### src/rfscr_defines.vh
// Register offsets, field positions, reset values and rule summary
// Operation
// - Received address compared with node match identifier when filtering.
// - Broadcast options also accept 0x00, or 0x00 and 0xFF.
// - Slot index, unsigned 8 bit, times spacing, added to base word.
// - In receive, IF code times fxosc/2^10 subtracted; code drives mixer.
// - Trim offset is two's complement, step fxosc/2^14, added to base.
// - Carrier word bits 23:22 are read only and read zero.
// - Carrier word assembled from three bytes, unit fxosc/2^16.
// - Decimation ratio 8*(4+M)*2^E from bandwidth exponent and mantissa.
// - Symbol rate exponent sits in low nibble of bandwidth register.
// - Symbol rate word (256+M)*2^E, hidden leading one on mantissa.
// - Filter mode: none, no broadcast, 0x00 broadcast, both broadcasts.
`ifndef RFSCR_DEFINES_VH
`define RFSCR_DEFINES_VH

// ****************
// Register offsets
// ****************
`define RFSCR_NODE_MATCH 6'h09
`define RFSCR_SLOT_NUMBER 6'h0A
`define RFSCR_SYNTH_IF 6'h0B
`define RFSCR_SYNTH_TRIM 6'h0C
`define RFSCR_CARRIER_HIGH 6'h0D
`define RFSCR_CARRIER_MID 6'h0E
`define RFSCR_CARRIER_LOW 6'h0F
`define RFSCR_BW_RATE_EXP 6'h10
`define RFSCR_RATE_MANT 6'h11

// ************
// Reset values
// ************
`define RFSCR_NODE_MATCH_RST 8'h00
`define RFSCR_SLOT_NUMBER_RST 8'h00
`define RFSCR_SYNTH_IF_RST 6'h0F
`define RFSCR_SYNTH_TRIM_RST 8'h00
`define RFSCR_CARRIER_HIGH_RST 6'h1E
`define RFSCR_CARRIER_MID_RST 8'hC4
`define RFSCR_CARRIER_LOW_RST 8'hEC
`define RFSCR_BW_RATE_EXP_RST 8'h8C
`define RFSCR_RATE_MANT_RST 8'h22

// ***************
// Field positions
// ***************
`define RFSCR_IF_CODE_MSB 4
`define RFSCR_IF_RSVD_BIT 5
`define RFSCR_CARRIER_HIGH_MSB 5
`define RFSCR_BW_EXP_MSB 7
`define RFSCR_BW_EXP_LSB 6
`define RFSCR_BW_MANT_MSB 5
`define RFSCR_BW_MANT_LSB 4
`define RFSCR_RATE_EXP_MSB 3

// **************************************
// Scaling into carrier word units (2^16), bandwidth base and broadcast addresses
// **************************************
`define RFSCR_TRIM_SHIFT 2
`define RFSCR_IF_SHIFT 6
`define RFSCR_BW_BASE 3'h4
`define RFSCR_BCAST_ZERO 8'h00
`define RFSCR_BCAST_ONES 8'hFF

// ******************
// Filter mode coding
// ******************
`define RFSCR_AF_NONE 2'h0
`define RFSCR_AF_NO_BCAST 2'h1
`define RFSCR_AF_ZERO_BCAST 2'h2
`define RFSCR_AF_BOTH_BCAST 2'h3

`endif

### src/rfscr_config_regs.v
// Synthesizer and modem configuration register group
`timescale 1ns/1ps
`default_nettype none
`include "rfscr_defines.vh"

module rfscr_config_regs (
  // Clock and reset
  input wire clk,
  input wire resetn,
  // Control port register access
  input wire reg_wr_en,
  input wire reg_rd_en,
  input wire [5:0] reg_addr,
  input wire [7:0] reg_wdata,
  output reg [7:0] reg_rdata_q,
  output reg reg_rvalid_q,
  // Operating context
  input wire rx_mode,
  input wire [15:0] slot_spacing,
  input wire [1:0] address_filter_mode,
  // Received packet address
  input wire pkt_addr_valid,
  input wire [7:0] pkt_addr,
  output reg pkt_result_valid_q,
  output reg pkt_accept_q,
  // Synthesizer and demodulator settings
  output reg [24:0] synth_word_q,
  output reg [4:0] intermediate_offset_code_q,
  output reg [23:0] carrier_word_q,
  output reg [8:0] decim_ratio_q,
  output reg [8:0] symbol_rate_mantissa_q,
  output reg [3:0] symbol_rate_exponent_q,
  output reg [23:0] symbol_rate_word_q
);

  // *****************
  // Helper functions
  // *****************
  // Accepts an address under a given filter mode
  function addr_ok;
    input [1:0] mode;
    input [7:0] addr;
    input [7:0] node;
    begin
      case (mode)
        `RFSCR_AF_NONE: addr_ok = 1'b1;
        `RFSCR_AF_NO_BCAST: addr_ok = (addr == node);
        `RFSCR_AF_ZERO_BCAST: addr_ok = (addr == node) ||
          (addr == `RFSCR_BCAST_ZERO);
        `RFSCR_AF_BOTH_BCAST: addr_ok = (addr == node) ||
          (addr == `RFSCR_BCAST_ZERO) ||
          (addr == `RFSCR_BCAST_ONES);
        default: addr_ok = 1'b0;
      endcase
    end
  endfunction

  // Write strobe for one register offset
  function wr_hit;
    input en;
    input [5:0] addr;
    input [5:0] offset;
    begin
      wr_hit = en && (addr == offset);
    end
  endfunction

  // *********
  // Registers
  // *********
  reg [7:0] node_match_q;
  reg [7:0] slot_number_q;
  reg [5:0] synth_if_q;
  reg [7:0] synth_trim_q;
  reg [5:0] carrier_high_q;
  reg [7:0] carrier_mid_q;
  reg [7:0] carrier_low_q;
  reg [7:0] bw_rate_exp_q;
  reg [7:0] rate_mant_q;

  // Write strobes, one per mapped offset
  wire node_match_wr;
  wire slot_number_wr;
  wire synth_if_wr;
  wire synth_trim_wr;
  wire carrier_high_wr;
  wire carrier_mid_wr;
  wire carrier_low_wr;
  wire bw_rate_exp_wr;
  wire rate_mant_wr;

  assign node_match_wr = wr_hit(reg_wr_en, reg_addr, `RFSCR_NODE_MATCH);
  assign slot_number_wr = wr_hit(reg_wr_en, reg_addr, `RFSCR_SLOT_NUMBER);
  assign synth_if_wr = wr_hit(reg_wr_en, reg_addr, `RFSCR_SYNTH_IF);
  assign synth_trim_wr = wr_hit(reg_wr_en, reg_addr, `RFSCR_SYNTH_TRIM);
  assign carrier_high_wr = wr_hit(reg_wr_en, reg_addr, `RFSCR_CARRIER_HIGH);
  assign carrier_mid_wr = wr_hit(reg_wr_en, reg_addr, `RFSCR_CARRIER_MID);
  assign carrier_low_wr = wr_hit(reg_wr_en, reg_addr, `RFSCR_CARRIER_LOW);
  assign bw_rate_exp_wr = wr_hit(reg_wr_en, reg_addr, `RFSCR_BW_RATE_EXP);
  assign rate_mant_wr = wr_hit(reg_wr_en, reg_addr, `RFSCR_RATE_MANT);

  always @(posedge clk or negedge resetn) begin
    if (!resetn) begin
      node_match_q <= `RFSCR_NODE_MATCH_RST;
    end else if (node_match_wr) begin
      node_match_q <= reg_wdata;
    end
  end

  always @(posedge clk or negedge resetn) begin
    if (!resetn) begin
      slot_number_q <= `RFSCR_SLOT_NUMBER_RST;
    end else if (slot_number_wr) begin
      slot_number_q <= reg_wdata;
    end
  end

  // Bits 7:6 are not stored; bit 5 is a plain reserved store
  always @(posedge clk or negedge resetn) begin
    if (!resetn) begin
      synth_if_q <= `RFSCR_SYNTH_IF_RST;
    end else if (synth_if_wr) begin
      synth_if_q <= reg_wdata[5:0];
    end
  end

  always @(posedge clk or negedge resetn) begin
    if (!resetn) begin
      synth_trim_q <= `RFSCR_SYNTH_TRIM_RST;
    end else if (synth_trim_wr) begin
      synth_trim_q <= reg_wdata;
    end
  end

  always @(posedge clk or negedge resetn) begin
    if (!resetn) begin
      carrier_high_q <= `RFSCR_CARRIER_HIGH_RST;
    end else if (carrier_high_wr) begin
      carrier_high_q <= reg_wdata[`RFSCR_CARRIER_HIGH_MSB:0];
    end
  end

  always @(posedge clk or negedge resetn) begin
    if (!resetn) begin
      carrier_mid_q <= `RFSCR_CARRIER_MID_RST;
    end else if (carrier_mid_wr) begin
      carrier_mid_q <= reg_wdata;
    end
  end

  always @(posedge clk or negedge resetn) begin
    if (!resetn) begin
      carrier_low_q <= `RFSCR_CARRIER_LOW_RST;
    end else if (carrier_low_wr) begin
      carrier_low_q <= reg_wdata;
    end
  end

  always @(posedge clk or negedge resetn) begin
    if (!resetn) begin
      bw_rate_exp_q <= `RFSCR_BW_RATE_EXP_RST;
    end else if (bw_rate_exp_wr) begin
      bw_rate_exp_q <= reg_wdata;
    end
  end

  always @(posedge clk or negedge resetn) begin
    if (!resetn) begin
      rate_mant_q <= `RFSCR_RATE_MANT_RST;
    end else if (rate_mant_wr) begin
      rate_mant_q <= reg_wdata;
    end
  end

  // **********
  // Read path
  // **********
  reg [7:0] rdata_d;

  always @* begin
    case (reg_addr)
      `RFSCR_NODE_MATCH: rdata_d = node_match_q;
      `RFSCR_SLOT_NUMBER: rdata_d = slot_number_q;
      `RFSCR_SYNTH_IF: rdata_d = {2'h0, synth_if_q};
      `RFSCR_SYNTH_TRIM: rdata_d = synth_trim_q;
      `RFSCR_CARRIER_HIGH: rdata_d = {2'h0, carrier_high_q};
      `RFSCR_CARRIER_MID: rdata_d = carrier_mid_q;
      `RFSCR_CARRIER_LOW: rdata_d = carrier_low_q;
      `RFSCR_BW_RATE_EXP: rdata_d = bw_rate_exp_q;
      `RFSCR_RATE_MANT: rdata_d = rate_mant_q;
      default: rdata_d = 8'h00;
    endcase
  end

  always @(posedge clk or negedge resetn) begin
    if (!resetn) begin
      reg_rvalid_q <= 1'b0;
    end else begin
      reg_rvalid_q <= reg_rd_en;
    end
  end

  // Read data holds until the next read
  always @(posedge clk or negedge resetn) begin
    if (!resetn) begin
      reg_rdata_q <= 8'h00;
    end else if (reg_rd_en) begin
      reg_rdata_q <= rdata_d;
    end
  end

  // ******************
  // Derived settings
  // ******************
  wire [23:0] carrier_d;
  wire [24:0] trim_d;
  wire [24:0] if_sub_d;
  wire [23:0] slot_step_d;
  wire [24:0] synth_d;
  wire [1:0] bw_exp;
  wire [1:0] bw_mant;
  wire [2:0] bw_lin;
  wire [8:0] decim_d;
  wire [8:0] rate_mant_d;
  wire [23:0] rate_word_d;

  assign carrier_d = {2'h0, carrier_high_q, carrier_mid_q,
    carrier_low_q};
  // Trim step is four carrier units, sign extended
  assign trim_d = {{15{synth_trim_q[7]}}, synth_trim_q,
    2'h0};
  // IF step is 64 carrier units, only in receive
  assign if_sub_d = rx_mode ?
    {14'h0, synth_if_q[`RFSCR_IF_CODE_MSB:0], 6'h00} : 25'h0;
  assign slot_step_d = slot_number_q * slot_spacing;
  assign synth_d = {1'b0, carrier_d} + trim_d + {1'b0, slot_step_d}
    - if_sub_d;

  assign bw_exp = bw_rate_exp_q[`RFSCR_BW_EXP_MSB:`RFSCR_BW_EXP_LSB];
  assign bw_mant = bw_rate_exp_q[`RFSCR_BW_MANT_MSB:`RFSCR_BW_MANT_LSB];
  assign bw_lin = `RFSCR_BW_BASE + {1'b0, bw_mant};
  assign decim_d = {3'h0, bw_lin, 3'h0} << bw_exp;

  assign rate_mant_d = {1'b1, rate_mant_q};
  assign rate_word_d = {15'h0, rate_mant_d} <<
    bw_rate_exp_q[`RFSCR_RATE_EXP_MSB:0];

  always @(posedge clk or negedge resetn) begin
    if (!resetn) begin
      synth_word_q <= 25'h0;
    end else begin
      synth_word_q <= synth_d;
    end
  end

  always @(posedge clk or negedge resetn) begin
    if (!resetn) begin
      intermediate_offset_code_q <= 5'h0;
    end else begin
      intermediate_offset_code_q <=
        synth_if_q[`RFSCR_IF_CODE_MSB:0];
    end
  end

  always @(posedge clk or negedge resetn) begin
    if (!resetn) begin
      carrier_word_q <= 24'h0;
    end else begin
      carrier_word_q <= carrier_d;
    end
  end

  always @(posedge clk or negedge resetn) begin
    if (!resetn) begin
      decim_ratio_q <= 9'h0;
    end else begin
      decim_ratio_q <= decim_d;
    end
  end

  always @(posedge clk or negedge resetn) begin
    if (!resetn) begin
      symbol_rate_mantissa_q <= 9'h0;
    end else begin
      symbol_rate_mantissa_q <= rate_mant_d;
    end
  end

  always @(posedge clk or negedge resetn) begin
    if (!resetn) begin
      symbol_rate_exponent_q <= 4'h0;
    end else begin
      symbol_rate_exponent_q <=
        bw_rate_exp_q[`RFSCR_RATE_EXP_MSB:0];
    end
  end

  always @(posedge clk or negedge resetn) begin
    if (!resetn) begin
      symbol_rate_word_q <= 24'h0;
    end else begin
      symbol_rate_word_q <= rate_word_d;
    end
  end

  // ****************
  // Address filter
  // ****************
  always @(posedge clk or negedge resetn) begin
    if (!resetn) begin
      pkt_result_valid_q <= 1'b0;
    end else begin
      pkt_result_valid_q <= pkt_addr_valid;
    end
  end

  // Decision holds until the next received address
  always @(posedge clk or negedge resetn) begin
    if (!resetn) begin
      pkt_accept_q <= 1'b0;
    end else if (pkt_addr_valid) begin
      pkt_accept_q <= addr_ok(address_filter_mode, pkt_addr,
        node_match_q);
    end
  end

endmodule // rfscr_config_regs
`default_nettype wire

### config.mk
export PLATFORM = sky130hd
export DESIGN_NAME = rfscr_config_regs
export DESIGN_NICKNAME = d
export VERILOG_FILES = /design/src/rfscr_config_regs.v
export VERILOG_INCLUDE_DIRS = /design/src
export SDC_FILE = /design/constraint.sdc
export NUM_CORES = 1
export LEC_CHECK = 0
export BUFFER_PORTS_ARGS = -buffer_cell sky130_fd_sc_hd__buf_2
export CAP_MARGIN = 15
export CORE_ASPECT_RATIO = 1.1
export CORE_MARGIN = 2
export CORE_UTILIZATION = 45
export DETAILED_ROUTE_END_ITERATION = 6
export GPL_TIMING_DRIVEN = 0
export PLACE_DENSITY_LB_ADDON = 0.1
export SKIP_LAST_GASP = 1
export SYNTH_ARGS = -nofsm -noshare
export SYNTH_HDL_FRONTEND = slang
export SYNTH_SLANG_ARGS = --single-unit
### constraint.sdc
create_clock -name clk -period 6.6 [get_ports clk]
set_input_delay 1.32 -clock clk [delete_from_list [all_inputs] [get_ports clk]]
set_output_delay 1.32 -clock clk [all_outputs]
set_load 0.02 [all_outputs]
After elaboration in Yosys (flattened, before gate mapping)

Cells that the tools add are included.

Reductions and logical operators: 13
Multiply operators: 1
Shifts and indexed selects: 2
Multiplexer cells: 3
Magnitude comparators: 0
Bitwise operators: 0
Add/subtract/negate cells: 4
Divide/modulo/power cells: 0
Eq/ne operators: 14

Operators with widths:

| operator              | count |
|---|---|
| $pmux W8 S9           | 1 |
| $eq A6 B4 Y1 const B  | 7 |
| $add A25 B24 Y25      | 1 |
| $sub A25 B11 Y25      | 1 |
| $add A23 B10 Y24      | 1 |
| $mul A8 B16 Y24       | 1 |
| $shl A9 B4 Y24        | 1 |
| $eq A6 B5 Y1 const B  | 2 |
| $mux W11              | 1 |
| $logic_and A1 B1 Y1   | 9 |
| $shl A6 B2 Y9         | 1 |
| $eq A8 B8 Y1          | 1 |
| $eq A8 B8 Y1 const B  | 1 |
| $logic_not A8 Y1      | 1 |
| $eq A2 B2 Y1 const B  | 2 |
| $pmux W1 S4           | 1 |
| $add A3 B2 Y3 const A | 1 |
| $eq A2 B1 Y1 const B  | 1 |
| $logic_not A2 Y1      | 1 |
| $logic_or A1 B1 Y1    | 2 |

Latch bits: 0
Bits of input ports: 46
Output and inout bits: 111
Bits in read-only memories: 0
Bits in registers: 177
Bits in writable memories: 0
Memories: 0
Logic and storage cells: 57

Depth between registers and ports, before layout

Word-level depth: 4
Depth in mapped cells: 22
Mapped depth without buffers: 20

Worst setup path after synthesis

OpenSTA, ideal clock, no wires.

Path type: input -> register
Start point: in slot_spacing[4]
End point: reg synth_word_q[24]
Data required time: 6466 ps
Library setup time: 134 ps
Setup slack: 532 ps
Cell stages on the path: 17
Data arrival time: 5935 ps
Path through: clkbuf_1 nand2_1 fa_1 fa_1 inv_1 fa_1 fa_1 fa_1 ha_1 a21o_1 a41oi_1 o21a_1 o2bb2ai_1 nand4_1 a311oi_1 o21bai_1 xnor3_1

Longest elaborated chain between the ends: 3

RTL lines:

| item                 | RTL line                | source |
|---|---|---|
| start, declared      | rfscr_config_regs.v:19  | `input wire [15:0] slot_spacing,` |
| $mul A8 B16 Y24      | rfscr_config_regs.v:235 | `assign slot_step_d = slot_number_q * slot_spacing;` |
| $add A25 B24 Y25     | rfscr_config_regs.v:236 | `assign synth_d = {1'b0, carrier_d} + trim_d + {1'b0, slot_step_d}` |
| $sub A25 B11 Y25     | rfscr_config_regs.v:237 | `- if_sub_d;` |
| via synth_d[24]      | rfscr_config_regs.v:219 | `wire [24:0] synth_d;` |
| end signal, assigned | rfscr_config_regs.v:252 | `synth_word_q <= synth_d;` |
| end, declared        | rfscr_config_regs.v:27  | `output reg [24:0] synth_word_q,` |

The timed path passes the listed nets, and every way through them passes these cells.
A chain may end at the register's enable or synchronous reset.

Final worst setup path

Start point: in slot_spacing[5]
End point: reg synth_word_q[24]

Same word-level chain as after synthesis.

==> impl_metrics.py <==
metrics = {
    "status": {
        "outcome": "completed",
    },
    "yosys": {
        "syn_area_sq_mm": 0.0123,
        "yosysSeqAreaShare_pct": 35.5,
        "synth_seq_cells": 174,
        "synth_cell_type_count": 74,
        "synth_edf_count": 0,
        "synthTopCellsByArea": "dfrtp_1, fa_1, ha_1",
        "synth.top_cell.area_share_pct": 31.1,
        "synth.largest_area_cell": "dfrtp_1",
        "async_reset_ff_share_pct": 100,
        "yosys_most_used_dff": "dfrtp_1",
        "syn_avg_cell_area_sq_um": 10.6,
        "syn_inst": 1158,
        "yosysWarnings": 0,
    },
    "placed_design": {
        "port_buffers": 148,
        "placed_cells": 1668,
        "gp_congestion": 0.877,
        "dp_hpwl_um": 24600,
    },
    "sta": {
        "fmax_mhz": 159,
        "setup_viol": 0,
        "slew_headroom_pct": 50.7,
        "finalHoldViolCount": 0,
        "maxSlewViolCount": 0,
        "worstMarginPinSlew_ns": 0.739,
        "period_share_pct": 95.4,
        "period_needed_ns": 6.30,
        "rsz0062_at_grt": "yes",
        "finClkSkew_ns": 0.0139,
    },
    "clock_tree": {
        "ctsHtreeMaxLevel": 4,
        "cts_buffers": 17,
        "root_buffer": "clkbuf_16",
        "clk_path_buf_depth": 2,
        "insertion_delay_ns": 0.44,
        "cts_tree": "built",
        "cts_sinks": 174,
        "cts.reportedPaths.clkPinSlew_ns": 0.07,
    },
    "global_route": {
        "grtUsageTotal_pct": 23.3,
        "grt_pass1_wl_um": 50800,
        "grt_max_degree": 108,
        "antenna_found_initial": 0,
        "grt_pass1_vias": 9120,
        "overflow": 0,
    },
    "critical_path": {
        "required_ns": 6.91,
        "crit_type": "primary input to register",
        "worstSetupStartpointType": "primary input",
        "cp-startpoint": "slot_spacing[5]",
        "r2r_end": "synth_word_q[23]",
        "crit_arrival_ns": 6.61,
        "reg2reg_depth": 19,
        "endpoint_kind": "register",
        "r2r_setup_slack_ns": 0.31,
        "path_max_fanout": 8,
        "rr_startpoint": "slot_number_q[1]",
        "critPathCapture": "synth_word_q[24]",
    },
    "flow_run": {
        "cap_violations": 0,
    },
    "route": {
        "wl_per_cell_um": 18.7,
        "wirelength_um": 31700,
        "firstDrtPassIters": 5,
        "ant_nets": 0,
        "route.detailed.drc": 0,
        "viasPerCell": 5.23,
        "drt_iter0_drc": 533,
        "num_vias": 8870,
    },
    "power_and_ir_drop": {
        "p_leak_nw": 7.07,
        "ir_drop_uv": 725,
        "powerDensity_mw_per_mm2": 494,
        "total_power_mw": 6.97,
    },
    "final_layout": {
        "instances_no_fill": 1697,
        "nets": 1565,
        "drive_above_1_share_pct": 22.5,
        "layout.cells.most_common": "dfrtp_1",
        "diodes": 0,
        "syn2layout_area_growth_pct": 14.5,
        "final_cell_mix": "dfrtp_1, buf_2, nand2_1",
    },
    "floorplan": {
        "die_w_um": 162,
        "fp.coreArea_sq_mm": 0.0270,
        "std_cell_rows": 63,
        "start_util_pct": 45.7,
        "ios": 157,
        "die_area_sq_mm": 0.0287,
        "die_h_um": 178,
    },
    "min_path": {
        "hold_path_class": "register to register",
    },
}
[final cells by class]
class | instances | area, sq um
clock buffer | 20 | 447
multi-input combinational | 817 | 7310
buffer | 36 | 160
tap | 357 | 447
fill | 2562 | 12800
inverter | 132 | 495
timing repair buffer | 149 | 778
sequential | 174 | 4380
clock inverter | 12 | 104
[worst max-delay path, cell delays in order]
cell      delay [ns]
clkbuf_1        0.30
nand2_1         0.15
fa_1            0.55
inv_1           0.05
fa_1            0.49
fa_1            0.57
fa_1            0.42
fa_1            0.44
ha_1            0.34
o21a_1          0.20
o31a_1          0.20
a31oi_1         0.44
nand4_1         0.33
a311oi_2        0.33
o21bai_1        0.12
xnor3_1         0.34
[worst min path at each step]
stage	startpoint	slack [ns]	cells after the start	to
6_report	bw_rate_exp_q[3]	0.40	0	symbol_rate_exponent_q[3]
5_1_grt	bw_rate_exp_q[3]	0.40	0	symbol_rate_exponent_q[3]
4_1_cts	bw_rate_exp_q[2]	0.40	0	symbol_rate_exponent_q[2]
3_5_place_dp	bw_rate_exp_q[1]	0.39	0	symbol_rate_exponent_q[1]
3_3_place_gp	bw_rate_exp_q[1]	0.38	0	symbol_rate_exponent_q[1]
2_1_floorplan	bw_rate_exp_q[1]	0.37	0	symbol_rate_exponent_q[1]
[registers in the layout (all words and copies together) (netlist names), 8 cells and up]
signal / cells
slot_number_q: 8
symbol_rate_word_q: 24
carrier_word_q: 22
synth_trim_q: 8
carrier_low_q: 8
reg_rdata_q: 8
synth_word_q: 25
carrier_mid_q: 8
symbol_rate_mantissa_q: 9
node_match_q: 8
bw_rate_exp_q: 8
rate_mant_q: 8
[power breakdown]
part,internal [mW],switching (mW),leakage (nW)
sequential,1.34,0.134,2.21
combinational,1.90,2.63,4.59
clock,0.504,0.462,0.271
[synth_stat cells (5+ instances only)]
master,n
mux2i_1,14
ha_1,79
buf_4,5
dfrtp_1,153
a21oi_1,43
dfstp_2,21
o21a_1,8
inv_1,130
fa_1,113
nor4_1,6
mux2_2,71
a21o_1,13
a22oi_1,12
nand3_1,16
xor2_1,18
xnor2_1,24
nor3_1,11
o21ai_0,38
nand2_1,144
nor2_1,46
o22ai_1,5
a222oi_1,9
and2_1,54
clkbuf_1,31
nand2b_1,7
nand4_1,5
[what timing repair did]
item                       4_1_cts  5_1_grt
setup endpoints to repair        2        2
setup buffers                    0        0
hold buffers                     0        0
resized for setup                2        6
[per-layer routing]
metal	vias to the layer above	global-route usage, %	wire length [um]	share of wire [%]
met4	0	6.27	560	1.8
met2	199	40.0	15800	50
li1	4200	-	-	-
met1	4436	31.1	14000	44
met3	35	3.27	1300	4.1
met5	-	0	0	0
[stage by stage]
step	worst slack [ns]	cell area [sq um]	util (%)	hold WS [ns]	TNS, ns
2_1_floorplan	0.532	12300	-	0.370	0
3_3_place_gp	-0.196	13500	50.2	0.384	-0.368
3_5_place_dp	-0.228	13600	50.3	0.392	-0.421
4_1_cts	0.0458	14100	52.4	0.402	0
5_1_grt	-0.0187	14100	52.4	0.404	-0.0187
6_report	0.301	14100	52.4	0.401	0
[cell families (layout without fill, tap and decap cells)]
family / Yosys count / in the layout / synth area share, %
AOI/OAI and AO/OA: 177 / 177 / 9.76
xor gates and xnor gates: 43 / 43 / 3.17
adders and majority gates: 192 / 192 / 26.4
buffers and inverters: 171 / 349 / 5.37
DFF: 174 / 174 / 35.5
muxes: 85 / 85 / 7.62
other: 2 / 6 / 0.0609
and+or+nand+nor: 314 / 314 / 12.1
Note: power is estimated with default switching activity, not from simulation.
